$ cat src/rtl/mbx_pkg.sv
// Package: register map, field layout, opcodes and cycle counts of the execution unit
package mbx_pkg;
  localparam int          ADDR_W     = 8;
  localparam logic [7:0]  OFS_CMD    = 8'h00;
  localparam logic [7:0]  OFS_OPND   = 8'h04;
  localparam logic [7:0]  OFS_PC     = 8'h08;
  localparam logic [7:0]  OFS_PTR    = 8'h0C;
  localparam logic [7:0]  OFS_FLAGS  = 8'h10;
  localparam logic [7:0]  OFS_IO     = 8'h14;
  localparam logic [7:0]  OFS_RES    = 8'h18;
  localparam logic [7:0]  OFS_STAT   = 8'h1C;
  localparam int          POS_OP     = 0;
  localparam int          POS_K      = 16;
  localparam int          POS_PROD   = 16;
  localparam int          POS_BUSY   = 0;
  localparam int          POS_CYC    = 1;
  localparam int          POS_SP     = 4;
  localparam logic [1:0]  RESP_OKAY  = 2'h0;
  localparam logic [1:0]  RESP_SLV   = 2'h2;
  localparam logic [1:0]  RESP_DEC   = 2'h3;
  localparam logic [7:0]  RST_FLAGS  = 8'h00;
  localparam logic [15:0] RST_PC     = 16'h0000;
  localparam logic [7:0]  SIGN_MIN   = 8'h80;
  localparam logic [2:0]  CYC_ONE    = 3'h1;
  localparam logic [2:0]  CYC_PROD   = 3'h2;
  localparam logic [2:0]  CYC_REL_J  = 3'h2;
  localparam logic [2:0]  CYC_PTR_J  = 3'h2;
  localparam logic [2:0]  CYC_JMP    = 3'h3;
  localparam logic [2:0]  CYC_CALL_S = 3'h4;
  localparam logic [2:0]  CYC_LONG   = 3'h5;
  localparam logic [2:0]  CYC_TAKEN  = 3'h2;
  localparam logic [2:0]  CYC_SKIP1  = 3'h2;
  localparam logic [2:0]  CYC_SKIP2  = 3'h3;
  localparam logic [2:0]  FLG_C = 3'h0;
  localparam logic [2:0]  FLG_Z = 3'h1;
  localparam logic [2:0]  FLG_N = 3'h2;
  localparam logic [2:0]  FLG_H = 3'h5;
  localparam logic [2:0]  FLG_T = 3'h6;

  typedef enum logic [5:0] {
    OP_COUNT_DOWN_ONE, OP_SELF_AND_TEST, OP_ZERO_REGISTER, OP_FILL_ONES,
    OP_PRODUCT_UNSIGNED, OP_PRODUCT_SIGNED, OP_PRODUCT_SIGNED_BY_UNSIGNED,
    OP_FRACTION_PRODUCT_UNSIGNED, OP_FRACTION_PRODUCT_SIGNED, OP_FRACTION_PRODUCT_MIXED,
    OP_RELATIVE_JUMP, OP_INDIRECT_JUMP, OP_DIRECT_JUMP, OP_RELATIVE_SUBROUTINE_CALL,
    OP_INDIRECT_SUBROUTINE_CALL, OP_DIRECT_CALL, OP_ROUTINE_EXIT, OP_INTERRUPT_EXIT,
    OP_COMPARE_SKIP_EQUAL, OP_COMPARE, OP_COMPARE_WITH_BORROW, OP_COMPARE_IMMEDIATE,
    OP_SKIP_REG_BIT_CLEAR, OP_SKIP_REG_BIT_SET, OP_SKIP_IO_BIT_CLEAR, OP_SKIP_IO_BIT_SET,
    OP_BRANCH_FLAG_SET, OP_BRANCH_FLAG_CLEAR, OP_BRANCH_EQUAL, OP_BRANCH_NOT_EQUAL,
    OP_BRANCH_CARRY_SET, OP_BRANCH_CARRY_CLEAR, OP_BRANCH_SAME_OR_HIGHER, OP_BRANCH_LOWER,
    OP_BRANCH_MINUS, OP_BRANCH_PLUS, OP_BRANCH_SIGNED_GE, OP_BRANCH_SIGNED_LT,
    OP_BRANCH_HALF_CARRY_SET, OP_BRANCH_HALF_CARRY_CLEAR, OP_BRANCH_TRANSFER_BIT_SET
  } mbx_op_type;

  typedef struct packed {
    logic i, t, h, s, v, n, z, c;
  } mbx_flags_type;

  // Operand word: next instruction length, flag select, bit select, Rr or K, Rd
  typedef struct packed {
    logic [7:0] unused;
    logic       two_word;
    logic [2:0] flag_sel;
    logic [3:0] bit_sel;
    logic [7:0] rr;
    logic [7:0] rd;
  } mbx_opnd_type;
endpackage : mbx_pkg

$ cat src/rtl/mbx_exec.sv
// Execution unit for multiply, compare, skip, branch, jump and call instructions
//
// Contract
// RULE1: self_and_test ANDs Rd with itself, updates Z N V only, one cycle.
// RULE2: Integer multiplies write 16-bit product to R1:R0, update Z C, two cycles.
// RULE3: Fractional multiplies shift product left one, update Z C, two cycles.
// RULE4: indirect_jump loads PC from Z pointer, flags unchanged, two cycles.
// RULE5: indirect_subroutine_call pushes return address, PC from Z, four cycles.
// RULE6: compare_skip_equal skips next instruction when equal; one to three cycles.
// RULE7: Compares set Z N V C H only, write no register, one cycle.
// RULE8: Register bit skips skip on bit clear or set, one to three cycles.
// RULE9: I/O bit skips test an I/O bit, skip on clear or set.
// RULE10: Generic flag branches jump PC+k+1 on selected flag; one or two cycles.
// RULE11: Same-or-higher taken on carry clear, lower on carry set.
// RULE12: Signed branches use N xor V: zero for ge, one for lt.
// RULE13: Half carry branches taken on H one or zero, PC+k+1.
// RULE14: Transfer bit branch taken when T is one, flags unchanged.
// RULE15: Carry branches taken on carry set or clear, else sequential.
// RULE16: Decrement, clear by self xor, fill ones without flags; one cycle each.
// RULE17: Jump and call cycle counts; interrupt exit also sets I.
// RULE18: Equal/not-equal test Z, minus/plus test N; one or two cycles.
//
// The AXI4-Lite interface to the registers and the register offsets are this design's own decisions.
`timescale 1ns/100ps
module mbx_exec #(
  parameter int STACK_DEPTH = 8
) (
  input  wire logic        i_mclk,
  input  wire logic        i_rst_b,
  input  wire logic [7:0]  i_awaddr,
  input  wire logic        i_awvalid,
  output logic             o_awready,
  input  wire logic [31:0] i_wdata,
  input  wire logic [3:0]  i_wstrb,
  input  wire logic        i_wvalid,
  output logic             o_wready,
  output logic [1:0]       o_bresp,
  output logic             o_bvalid,
  input  wire logic        i_bready,
  input  wire logic [7:0]  i_araddr,
  input  wire logic        i_arvalid,
  output logic             o_arready,
  output logic [31:0]      o_rdata,
  output logic [1:0]       o_rresp,
  output logic             o_rvalid,
  input  wire logic        i_rready,
  output logic             o_busy
);
  localparam int SP_W = $clog2(STACK_DEPTH);

  if (STACK_DEPTH < 2 || STACK_DEPTH > 8 || (1 << SP_W) != STACK_DEPTH) begin : g_chk
    $error("STACK_DEPTH must be a power of two from 2 to 8");
  end

  logic                 aw_full;
  logic                 w_full;
  logic [7:0]           wr_addr;
  logic [31:0]          wr_data;
  logic [3:0]           wr_strb;
  logic                 wr_do;
  logic                 go;
  logic                 go_refused;
  logic                 known_w;
  mbx_pkg::mbx_opnd_type opnd;
  logic [15:0]          pc;
  logic [15:0]          k_rel;
  logic [31:0]          ptr;
  mbx_pkg::mbx_flags_type flg;
  logic [7:0]           io_val;
  logic [7:0]           res;
  logic [15:0]          prod;
  logic [2:0]           cnt;
  logic [2:0]           last_cyc;
  logic [15:0]          stk [STACK_DEPTH];
  logic [SP_W-1:0]      sp;
  mbx_pkg::mbx_op_type  op;
  logic [7:0]           rd;
  logic [7:0]           src;
  logic [8:0]           sub;
  logic [7:0]           minus_one;
  logic [15:0]          pr_uu;
  logic [15:0]          pr_ss;
  logic [15:0]          pr_su;
  logic [15:0]          br_tgt;
  logic [15:0]          skip_tgt;
  logic [15:0]          next_pc;
  mbx_pkg::mbx_flags_type next_flg;
  logic [7:0]           next_res;
  logic [15:0]          next_prod;
  logic [2:0]           next_cyc;
  logic                 next_push;
  logic                 next_pop;
  logic [15:0]          back_addr;
  logic                 cond;
  logic [15:0]          raw;

  function automatic logic [31:0] merge(input logic [31:0] old, input logic [31:0] nw,
                                        input logic [3:0] be);
    logic [31:0] r;
    r = old;
    for (int b = 0; b < 4; b++) begin
      if (be[b]) begin
        r[b*8 +: 8] = nw[b*8 +: 8];
      end
    end
    return r;
  endfunction : merge

  assign wr_do      = aw_full && w_full && !o_bvalid;
  assign known_w    = wr_addr == mbx_pkg::OFS_CMD || wr_addr == mbx_pkg::OFS_OPND ||
                      wr_addr == mbx_pkg::OFS_PC || wr_addr == mbx_pkg::OFS_PTR ||
                      wr_addr == mbx_pkg::OFS_FLAGS || wr_addr == mbx_pkg::OFS_IO;
  // A new instruction written before the previous one has used up its cycles is refused with a slave error
  assign go_refused = wr_do && wr_addr == mbx_pkg::OFS_CMD && (o_busy || !wr_strb[0]);
  assign go         = wr_do && wr_addr == mbx_pkg::OFS_CMD && !o_busy && wr_strb[0];
  assign op         = mbx_pkg::mbx_op_type'(wr_data[mbx_pkg::POS_OP +: 6]);

  // Write address and data channels, taken in either order
  always_ff @(posedge i_mclk or negedge i_rst_b) begin
    if (!i_rst_b) begin
      aw_full   <= 1'b0;
      w_full    <= 1'b0;
      o_awready <= 1'b1;
      o_wready  <= 1'b1;
      o_bvalid  <= 1'b0;
      o_bresp   <= mbx_pkg::RESP_OKAY;
      wr_addr   <= 8'h00;
      wr_data   <= 32'h0000_0000;
      wr_strb   <= 4'h0;
    end else begin
      if (i_awvalid && o_awready) begin
        aw_full   <= 1'b1;
        o_awready <= 1'b0;
        wr_addr   <= {i_awaddr[7:2], 2'b00};
      end
      if (i_wvalid && o_wready) begin
        w_full   <= 1'b1;
        o_wready <= 1'b0;
        wr_data  <= i_wdata;
        wr_strb  <= i_wstrb;
      end
      if (wr_do) begin
        o_bvalid <= 1'b1;
        o_bresp  <= !known_w ? mbx_pkg::RESP_DEC : go_refused ? mbx_pkg::RESP_SLV : mbx_pkg::RESP_OKAY;
      end
      if (o_bvalid && i_bready) begin
        o_bvalid  <= 1'b0;
        aw_full   <= 1'b0;
        w_full    <= 1'b0;
        o_awready <= 1'b1;
        o_wready  <= 1'b1;
      end
    end
  end

  // Read channel, one outstanding read
  always_ff @(posedge i_mclk or negedge i_rst_b) begin
    if (!i_rst_b) begin
      o_arready <= 1'b1;
      o_rvalid  <= 1'b0;
      o_rdata   <= 32'h0000_0000;
      o_rresp   <= mbx_pkg::RESP_OKAY;
    end else if (i_arvalid && o_arready) begin
      o_arready <= 1'b0;
      o_rvalid  <= 1'b1;
      o_rresp   <= mbx_pkg::RESP_OKAY;
      case ({i_araddr[7:2], 2'b00})
        mbx_pkg::OFS_CMD:   o_rdata <= 32'h0000_0000;
        mbx_pkg::OFS_OPND:  o_rdata <= opnd;
        mbx_pkg::OFS_PC:    o_rdata <= {k_rel, pc};
        mbx_pkg::OFS_PTR:   o_rdata <= ptr;
        mbx_pkg::OFS_FLAGS: o_rdata <= {24'h00_0000, flg};
        mbx_pkg::OFS_IO:    o_rdata <= {24'h00_0000, io_val};
        mbx_pkg::OFS_RES:   o_rdata <= {prod, 8'h00, res};
        mbx_pkg::OFS_STAT:  o_rdata <= {24'h00_0000, 4'(sp), last_cyc, o_busy};
        default: begin
          o_rdata <= 32'h0000_0000;
          o_rresp <= mbx_pkg::RESP_DEC;
        end
      endcase
    end else if (o_rvalid && i_rready) begin
      o_rvalid  <= 1'b0;
      o_arready <= 1'b1;
    end
  end

  // Operand registers written by software only
  always_ff @(posedge i_mclk or negedge i_rst_b) begin
    if (!i_rst_b) begin
      opnd   <= '0;
      ptr    <= 32'h0000_0000;
      io_val <= 8'h00;
    end else if (wr_do) begin
      if (wr_addr == mbx_pkg::OFS_OPND) opnd <= merge(opnd, wr_data, wr_strb);
      if (wr_addr == mbx_pkg::OFS_PTR) ptr <= merge(ptr, wr_data, wr_strb);
      if (wr_addr == mbx_pkg::OFS_IO && wr_strb[0]) io_val <= wr_data[7:0];
    end
  end

  assign rd       = opnd.rd;
  assign src      = opnd.rr;
  assign sub      = {1'b0, rd} - {1'b0, src} - {8'h00, op == mbx_pkg::OP_COMPARE_WITH_BORROW && flg.c};
  assign minus_one = rd - 8'h01;
  assign pr_uu    = {8'h00, rd} * {8'h00, src};
  assign pr_ss    = 16'($signed(rd) * $signed(src));
  assign pr_su    = 16'($signed({rd[7], rd}) * $signed({1'b0, src}));
  assign br_tgt   = pc + k_rel + 16'h0001;
  assign skip_tgt = pc + (opnd.two_word ? 16'h0003 : 16'h0002);

  // Branch condition by opcode
  always_comb begin
    cond = 1'b0;
    case (op)
      // RULE10 selected status bit
      mbx_pkg::OP_BRANCH_FLAG_SET:         cond = flg[opnd.flag_sel];
      mbx_pkg::OP_BRANCH_FLAG_CLEAR:       cond = !flg[opnd.flag_sel];
      // RULE18 zero and negative
      mbx_pkg::OP_BRANCH_EQUAL:            cond = flg[mbx_pkg::FLG_Z];
      mbx_pkg::OP_BRANCH_NOT_EQUAL:        cond = !flg[mbx_pkg::FLG_Z];
      mbx_pkg::OP_BRANCH_MINUS:            cond = flg[mbx_pkg::FLG_N];
      mbx_pkg::OP_BRANCH_PLUS:             cond = !flg[mbx_pkg::FLG_N];
      // RULE15 carry set or clear
      mbx_pkg::OP_BRANCH_CARRY_SET:        cond = flg[mbx_pkg::FLG_C];
      mbx_pkg::OP_BRANCH_CARRY_CLEAR:      cond = !flg[mbx_pkg::FLG_C];
      // RULE11 unsigned ordering
      mbx_pkg::OP_BRANCH_SAME_OR_HIGHER:   cond = !flg[mbx_pkg::FLG_C];
      mbx_pkg::OP_BRANCH_LOWER:            cond = flg[mbx_pkg::FLG_C];
      // RULE12 signed ordering
      mbx_pkg::OP_BRANCH_SIGNED_GE:        cond = !(flg.n ^ flg.v);
      mbx_pkg::OP_BRANCH_SIGNED_LT:        cond = flg.n ^ flg.v;
      // RULE13 half carry
      mbx_pkg::OP_BRANCH_HALF_CARRY_SET:   cond = flg[mbx_pkg::FLG_H];
      mbx_pkg::OP_BRANCH_HALF_CARRY_CLEAR: cond = !flg[mbx_pkg::FLG_H];
      // RULE14 transfer bit
      mbx_pkg::OP_BRANCH_TRANSFER_BIT_SET: cond = flg[mbx_pkg::FLG_T];
      // RULE6 equal registers
      mbx_pkg::OP_COMPARE_SKIP_EQUAL:      cond = rd == src;
      // RULE8 register bit
      mbx_pkg::OP_SKIP_REG_BIT_CLEAR:      cond = !rd[opnd.bit_sel[2:0]];
      mbx_pkg::OP_SKIP_REG_BIT_SET:        cond = rd[opnd.bit_sel[2:0]];
      // RULE9 I/O bit
      mbx_pkg::OP_SKIP_IO_BIT_CLEAR:       cond = !io_val[opnd.bit_sel[2:0]];
      mbx_pkg::OP_SKIP_IO_BIT_SET:         cond = io_val[opnd.bit_sel[2:0]];
      default:                             cond = 1'b0;
    endcase
  end

  // Results of the instruction in the command write
  always_comb begin
    next_pc   = pc + 16'h0001;
    next_flg  = flg;
    next_res  = res;
    next_prod = prod;
    next_cyc  = mbx_pkg::CYC_ONE;
    next_push = 1'b0;
    next_pop  = 1'b0;
    back_addr = pc + 16'h0001;
    raw       = 16'h0000;
    case (op)
      // RULE16 decrement
      mbx_pkg::OP_COUNT_DOWN_ONE: begin
        next_res   = minus_one;
        next_flg.z = minus_one == 8'h00;
        next_flg.n = minus_one[7];
        next_flg.v = rd == mbx_pkg::SIGN_MIN;
      end
      // RULE1 self and
      mbx_pkg::OP_SELF_AND_TEST: begin
        next_res   = rd & rd;
        next_flg.z = (rd & rd) == 8'h00;
        next_flg.n = rd[7];
        next_flg.v = 1'b0;
      end
      // RULE16 clear by self xor
      mbx_pkg::OP_ZERO_REGISTER: begin
        next_res   = rd ^ rd;
        next_flg.z = 1'b1;
        next_flg.n = 1'b0;
        next_flg.v = 1'b0;
      end
      // RULE16 fill, flags kept
      mbx_pkg::OP_FILL_ONES: next_res = 8'hFF;
      // RULE2 integer products
      // RULE3 fractional products shifted
      mbx_pkg::OP_PRODUCT_UNSIGNED, mbx_pkg::OP_PRODUCT_SIGNED, mbx_pkg::OP_PRODUCT_SIGNED_BY_UNSIGNED,
      mbx_pkg::OP_FRACTION_PRODUCT_UNSIGNED, mbx_pkg::OP_FRACTION_PRODUCT_SIGNED,
      mbx_pkg::OP_FRACTION_PRODUCT_MIXED: begin
        raw = (op == mbx_pkg::OP_PRODUCT_UNSIGNED || op == mbx_pkg::OP_FRACTION_PRODUCT_UNSIGNED) ? pr_uu :
              (op == mbx_pkg::OP_PRODUCT_SIGNED || op == mbx_pkg::OP_FRACTION_PRODUCT_SIGNED) ? pr_ss : pr_su;
        next_prod  = op >= mbx_pkg::OP_FRACTION_PRODUCT_UNSIGNED ? {raw[14:0], 1'b0} : raw;
        next_flg.c = raw[15];
        next_flg.z = next_prod == 16'h0000;
        next_cyc   = mbx_pkg::CYC_PROD;
      end
      // RULE17 relative and direct jumps
      mbx_pkg::OP_RELATIVE_JUMP: begin
        next_pc  = br_tgt;
        next_cyc = mbx_pkg::CYC_REL_J;
      end
      mbx_pkg::OP_DIRECT_JUMP: begin
        next_pc  = ptr[31:16];
        next_cyc = mbx_pkg::CYC_JMP;
      end
      // RULE4 pointer jump
      mbx_pkg::OP_INDIRECT_JUMP: begin
        next_pc  = ptr[15:0];
        next_cyc = mbx_pkg::CYC_PTR_J;
      end
      // RULE17 relative call
      mbx_pkg::OP_RELATIVE_SUBROUTINE_CALL: begin
        next_pc   = br_tgt;
        next_push = 1'b1;
        next_cyc  = mbx_pkg::CYC_CALL_S;
      end
      // RULE5 pointer call
      mbx_pkg::OP_INDIRECT_SUBROUTINE_CALL: begin
        next_pc   = ptr[15:0];
        next_push = 1'b1;
        next_cyc  = mbx_pkg::CYC_CALL_S;
      end
      // RULE17 two-word call returns past its address word
      mbx_pkg::OP_DIRECT_CALL: begin
        next_pc   = ptr[31:16];
        back_addr = pc + 16'h0002;
        next_push = 1'b1;
        next_cyc  = mbx_pkg::CYC_LONG;
      end
      // RULE17 returns; interrupt exit enables interrupts
      mbx_pkg::OP_ROUTINE_EXIT, mbx_pkg::OP_INTERRUPT_EXIT: begin
        next_pc    = stk[sp - SP_W'(1)];
        next_pop   = 1'b1;
        next_cyc   = mbx_pkg::CYC_LONG;
        next_flg.i = op == mbx_pkg::OP_INTERRUPT_EXIT ? 1'b1 : flg.i;
      end
      // RULE7 subtract for flags only
      mbx_pkg::OP_COMPARE, mbx_pkg::OP_COMPARE_WITH_BORROW, mbx_pkg::OP_COMPARE_IMMEDIATE: begin
        next_flg.n = sub[7];
        next_flg.c = sub[8];
        next_flg.h = (!rd[3] && src[3]) || (src[3] && sub[3]) || (sub[3] && !rd[3]);
        next_flg.v = (rd[7] && !src[7] && !sub[7]) || (!rd[7] && src[7] && sub[7]);
        // Borrow form keeps zero across a multi-byte compare
        next_flg.z = sub[7:0] == 8'h00 && (op != mbx_pkg::OP_COMPARE_WITH_BORROW || flg.z);
      end
      // RULE6 RULE8 RULE9 skip over one- or two-word instruction
      mbx_pkg::OP_COMPARE_SKIP_EQUAL, mbx_pkg::OP_SKIP_REG_BIT_CLEAR, mbx_pkg::OP_SKIP_REG_BIT_SET,
      mbx_pkg::OP_SKIP_IO_BIT_CLEAR, mbx_pkg::OP_SKIP_IO_BIT_SET: begin
        next_pc  = cond ? skip_tgt : pc + 16'h0001;
        next_cyc = !cond ? mbx_pkg::CYC_ONE : opnd.two_word ? mbx_pkg::CYC_SKIP2 : mbx_pkg::CYC_SKIP1;
      end
      default: begin
        // RULE10 taken branch costs one extra cycle
        next_pc  = cond ? br_tgt : pc + 16'h0001;
        next_cyc = cond ? mbx_pkg::CYC_TAKEN : mbx_pkg::CYC_ONE;
      end
    endcase
  end

  // Program counter and relative offset
  always_ff @(posedge i_mclk or negedge i_rst_b) begin
    if (!i_rst_b) begin
      pc    <= mbx_pkg::RST_PC;
      k_rel <= 16'h0000;
    end else if (go) begin
      pc <= next_pc;
    end else if (wr_do && wr_addr == mbx_pkg::OFS_PC) begin
      {k_rel, pc} <= merge({k_rel, pc}, wr_data, wr_strb);
    end
  end

  // Status flags
  always_ff @(posedge i_mclk or negedge i_rst_b) begin
    if (!i_rst_b) begin
      flg <= mbx_pkg::RST_FLAGS;
    end else if (go) begin
      flg <= next_flg;
    end else if (wr_do && wr_addr == mbx_pkg::OFS_FLAGS && wr_strb[0]) begin
      flg <= wr_data[7:0];
    end
  end

  // Result byte and R1:R0 product
  always_ff @(posedge i_mclk or negedge i_rst_b) begin
    if (!i_rst_b) begin
      res  <= 8'h00;
      prod <= 16'h0000;
    end else if (go) begin
      res  <= next_res;
      prod <= next_prod;
    end
  end

  // Return stack; overflow wraps and overwrites the oldest entry
  always_ff @(posedge i_mclk or negedge i_rst_b) begin
    if (!i_rst_b) begin
      sp <= '0;
      for (int e = 0; e < STACK_DEPTH; e++) begin
        stk[e] <= 16'h0000;
      end
    end else if (go && next_push) begin
      stk[sp] <= back_addr;
      sp      <= sp + SP_W'(1);
    end else if (go && next_pop) begin
      sp <= sp - SP_W'(1);
    end
  end

  // Busy covers every cycle after the first
  always_ff @(posedge i_mclk or negedge i_rst_b) begin
    if (!i_rst_b) begin
      cnt      <= 3'h0;
      o_busy   <= 1'b0;
      last_cyc <= 3'h0;
    end else if (go) begin
      cnt      <= next_cyc - 3'h1;
      o_busy   <= next_cyc != mbx_pkg::CYC_ONE;
      last_cyc <= next_cyc;
    end else if (o_busy) begin
      cnt    <= cnt - 3'h1;
      o_busy <= cnt != 3'h1;
    end
  end

  property p_test_one;
    @(posedge i_mclk) disable iff (!i_rst_b)
    go && op == mbx_pkg::OP_SELF_AND_TEST |=> !o_busy && res == $past(rd) && flg.c == $past(flg.c);
  endproperty
  a_test_one: assert property (p_test_one) else $error("self test wrong"); // RULE1

  property p_prod_two;
    @(posedge i_mclk) disable iff (!i_rst_b)
    go && op == mbx_pkg::OP_PRODUCT_UNSIGNED |=> o_busy && prod == $past(pr_uu) ##1 !o_busy;
  endproperty
  a_prod_two: assert property (p_prod_two) else $error("multiply wrong"); // RULE2

  property p_frac_shift;
    @(posedge i_mclk) disable iff (!i_rst_b)
    go && op == mbx_pkg::OP_FRACTION_PRODUCT_SIGNED |=>
      prod == {$past(pr_ss[14:0]), 1'b0} && flg.c == $past(pr_ss[15]);
  endproperty
  a_frac_shift: assert property (p_frac_shift) else $error("fraction product wrong"); // RULE3

  property p_ptr_jump;
    @(posedge i_mclk) disable iff (!i_rst_b)
    go && op == mbx_pkg::OP_INDIRECT_JUMP |=> pc == $past(ptr[15:0]) && flg == $past(flg) ##1 !o_busy;
  endproperty
  a_ptr_jump: assert property (p_ptr_jump) else $error("indirect jump wrong"); // RULE4

  property p_indirect_subroutine_call;
    @(posedge i_mclk) disable iff (!i_rst_b)
    go && op == mbx_pkg::OP_INDIRECT_SUBROUTINE_CALL |=> o_busy[*3] ##1 !o_busy;
  endproperty
  a_indirect_subroutine_call: assert property (p_indirect_subroutine_call) else $error("indirect call length wrong"); // RULE5

  property p_skip_equal;
    @(posedge i_mclk) disable iff (!i_rst_b)
    go && op == mbx_pkg::OP_COMPARE_SKIP_EQUAL && rd == src && opnd.two_word |=> pc == $past(pc) + 16'h0003;
  endproperty
  a_skip_equal: assert property (p_skip_equal) else $error("skip distance wrong"); // RULE6

  property p_cmp;
    @(posedge i_mclk) disable iff (!i_rst_b)
    go && op == mbx_pkg::OP_COMPARE |=> res == $past(res) && flg.z == ($past(rd) == $past(src)) && !o_busy;
  endproperty
  a_cmp: assert property (p_cmp) else $error("compare wrong"); // RULE7

  property p_signed_ge;
    @(posedge i_mclk) disable iff (!i_rst_b)
    go && op == mbx_pkg::OP_BRANCH_SIGNED_GE && !(flg.n ^ flg.v) |=> pc == $past(br_tgt) && o_busy;
  endproperty
  a_signed_ge: assert property (p_signed_ge) else $error("signed branch wrong"); // RULE12

  property p_int_exit;
    @(posedge i_mclk) disable iff (!i_rst_b)
    go && op == mbx_pkg::OP_INTERRUPT_EXIT |=> flg.i ##0 o_busy[*4] ##1 !o_busy;
  endproperty
  a_int_exit: assert property (p_int_exit) else $error("interrupt exit wrong"); // RULE17
endmodule : mbx_exec

$ cat config.mk
export PLATFORM = sky130hd
export DESIGN_NAME = mbx_exec
export DESIGN_NICKNAME = d
export VERILOG_FILES = /design/src/rtl/mbx_pkg.sv /design/src/rtl/mbx_exec.sv
export SDC_FILE = /design/constraint.sdc
export NUM_CORES = 1
export LEC_CHECK = 0
export ABC_AREA = 1
export BUFFER_PORTS_ARGS = -buffer_cell sky130_fd_sc_hd__buf_4
export CAP_MARGIN = 20
export CORE_AREA = 2 2 317 193
export CTS_CLUSTER_SIZE = 12
export DETAILED_ROUTE_END_ITERATION = 8
export DIE_AREA = 0 0 319 195
export SYNTH_ARGS = -nofsm -noshare
export SYNTH_HDL_FRONTEND = slang
export SYNTH_SLANG_ARGS = --single-unit
export TNS_END_PERCENT = 5
$ cat constraint.sdc
create_clock -name i_mclk -period 14.6 [get_ports i_mclk]
set_clock_uncertainty 0.1 [all_clocks]
set_input_delay 0.73 -clock i_mclk [delete_from_list [all_inputs] [get_ports i_mclk]]
set_output_delay 0.73 -clock i_mclk [all_outputs]
set_load 0.02 [all_outputs]
==> metrics.cfg <==
[outcome]
status=finished, final reports clean

[timing]
slew_viol_final=0
final.setup.tns_ns=0
setup_violations=0
fmax_mhz=137.8
relSlewSlack=0.2903
rsz0062_at_grt=no
final_hold_viol_count=0
period_needed_ns=7.258
tightestPinTransition_ns=1.061
fin_crit_sh=0.4971

[yosys]
synth_cell_type_count=52
syn_area_um2=26490
yosysTopAreaCell=dfrtp_1
synthTopCellsByArea=dfrtp_1, nand2_1, fa_1, o21ai_0, inv_1
syn_inst=3502
synthArstFlopShare=1.000
synth_top_area_share=0.3353
syn-num-nets=3829
synth_warnings=0
synth_edf_count=0
yosysSeqAreaShare=0.3383
synth-seq-cells=358
avgSynthCellArea_um2=7.565
synthFlopType=dfrtp_1

[worst_setup_path]
critPathKind=reg -> reg
cpLargestDelayFamily=adder cells
slowest_delay_ns=0.98
critPathCaptureType=flop
cp_max_fo=17
cp_common_cell=nand2_1
critical_path_buf_inv_count=4
cp.required_ns=14.98
startpoint_type=flop
cpMaxStageDelayCell=dfrtp_1
arrival_ns=7.64

[global_route]
gr-usage-all-layers=0.2970
first_global_vias=21990
grt_pass1_wl_um=141100
grt_max_degree=153
antenna_found_initial=1
grt_overflow=0

[pwr]
power.leakage_nw=14.67
ir_drop_mv=0.1255
cellPowerDensity_nw_per_um2=164.9

[floorplan]
die_h_um=195
ios=101
initial_utilization=0.4486
core_um2=59050
dieArea_um2=62210
core.rowCount=69
die_width_um=319

[finish]
antenna_cells=0
nNetsFinal=3863
multi_input_area_um2=14930
syn_to_final_growth_pct=9.554
regArea_um2=8964
final_layout_size_suffix_gt1_frac=0.08075
final_cells=4335
nFillCells=5928

[placed_design]
dp_hpwl_um=71850
place.port_buffers=96
gp_congestion=0.9875
dpl.cell_count=4275

[clock_network]
clkSinkCount=358
cts_resized=0
clk_pin_slew_ns=0.06
clock_path_buffers=3
cts-hold-fix-buffers=0
insertion_delay_ns=0.56
root_buffer=clkbuf_16
numCtsBuffers=37
postCtsSetupBuffers=0
h-tree-depth=2
cts_tree=done

[drt]
vias=24190
drt_iter0_markers=3209
ant_nets=0
wl_um=92490
drcViolationCount=0
wl_per_cell_um=21.34
firstDrtPassIters=6
avgViaCountPerCell=5.579

[run]
cap_violations=0

[min_path]
hold_class=in -> async

## cells in the final DEF (no fill, tap or decap), types with 27 or more instances in the layout
master,instances
nor2_1,254
nor3_1,41
buf_4,133
ha_1,145
nand2_1,876
o21ai_0,404
xor2_1,49
a21oi_1,103
clkbuf_16,37
dfrtp_1,354
inv_1,502
nand3_1,173
o22ai_1,32
o211ai_1,27
fa_1,123
## layer usage
metal  wire [um]  GRT usage
met5          54   0.009962
met4         551    0.02516
met3       12560    0.09552
met2       31890     0.3491
met1       47440     0.5135
## final cells by class
class	count	share of cell area
clock buffers	49	0.03414
clock inverters	8	0.003147
inverters	531	0.06868
multi-input cells	2471	0.5145
flip-flops and latches	358	0.3088
well taps	781	0.03367
repair buffers	137	0.03703
## state kept, by name (all words and copies together), names as in the netlist, 8 cells and up
register and flops:
ptr 32, res 8, wr_data 32, rd 8, stk 128, pc 16
o_rdata 32, flg 8, prod 16, k_rel 16, src 8, io_val 8
opnd 16
## cells by family (layout without fill, tap and decap cells)
family / count (synthesis) / in the layout / share of synthesized area
simple gates: 1419 / 1419 / 0.2208
compound gates: 700 / 700 / 0.1518
buf+inv: 673 / 725 / 0.09852
flops: 358 / 358 / 0.3383
fa+ha+maj: 268 / 268 / 0.1614
xor+xnor: 69 / 69 / 0.02281
mux: 15 / 15 / 0.006376
## per-stage QoR
stage | instance area, um^2 | hold WS (ns) | total power [mW] | setup slack (ns) | utilization
floorplan | 26490 | 0.3344 | 3.027 | 9.721 | -
global placement | 27890 | 0.3609 | 3.786 | 7.753 | 0.4723
detailed placement | 27890 | 0.3675 | 3.796 | 7.780 | 0.4723
CTS | 28970 | 0.08409 | 4.713 | 7.752 | 0.4907
global route | 29020 | 0.09566 | 5.100 | 7.153 | 0.4915
finish | 29020 | 0.04715 | 4.785 | 7.342 | 0.4915
## synth_stat cells (26+ instances only)
cell type,n
inv_1,503
nand2_1,877
nand3_1,173
dfrtp_1,355
a21oi_1,103
nor2_1,255
fa_1,123
o21ai_0,404
clkbuf_1,113
ha_1,145
o211ai_1,27
o221a_2,26
xor2_1,49
o22ai_1,32
nor3_1,41
## worst paths after layout
| check | from | cells after the start | slack [ns] | to |
|---|---|---|---|---|
| worst max-delay path | rd[7] | 25 | 7.34 | flg[1] |
| worst min-delay path | i_rst_b | 1 | 0.05 | o_rdata[10] |
| worst min register to register | stk[103] | 2 | 0.38 | stk[103] |
| min in group i_mclk | i_awvalid | 2 | 0.26 | o_awready |
| max in group asynchronous | i_rst_b | 3 | 12.32 | wr_strb[2] |
| worst max register to register | rd[7] | 25 | 7.34 | flg[1] |
## report_power, final
| group | internal, mW | switching (mW) |
|---|---|---|
| Clock | 0.494 | 0.409 |
| Combinational | 0.768 | 1.57 |
| Sequential | 1.18 | 0.364 |
Note: power is estimated with default switching activity, not from simulation.
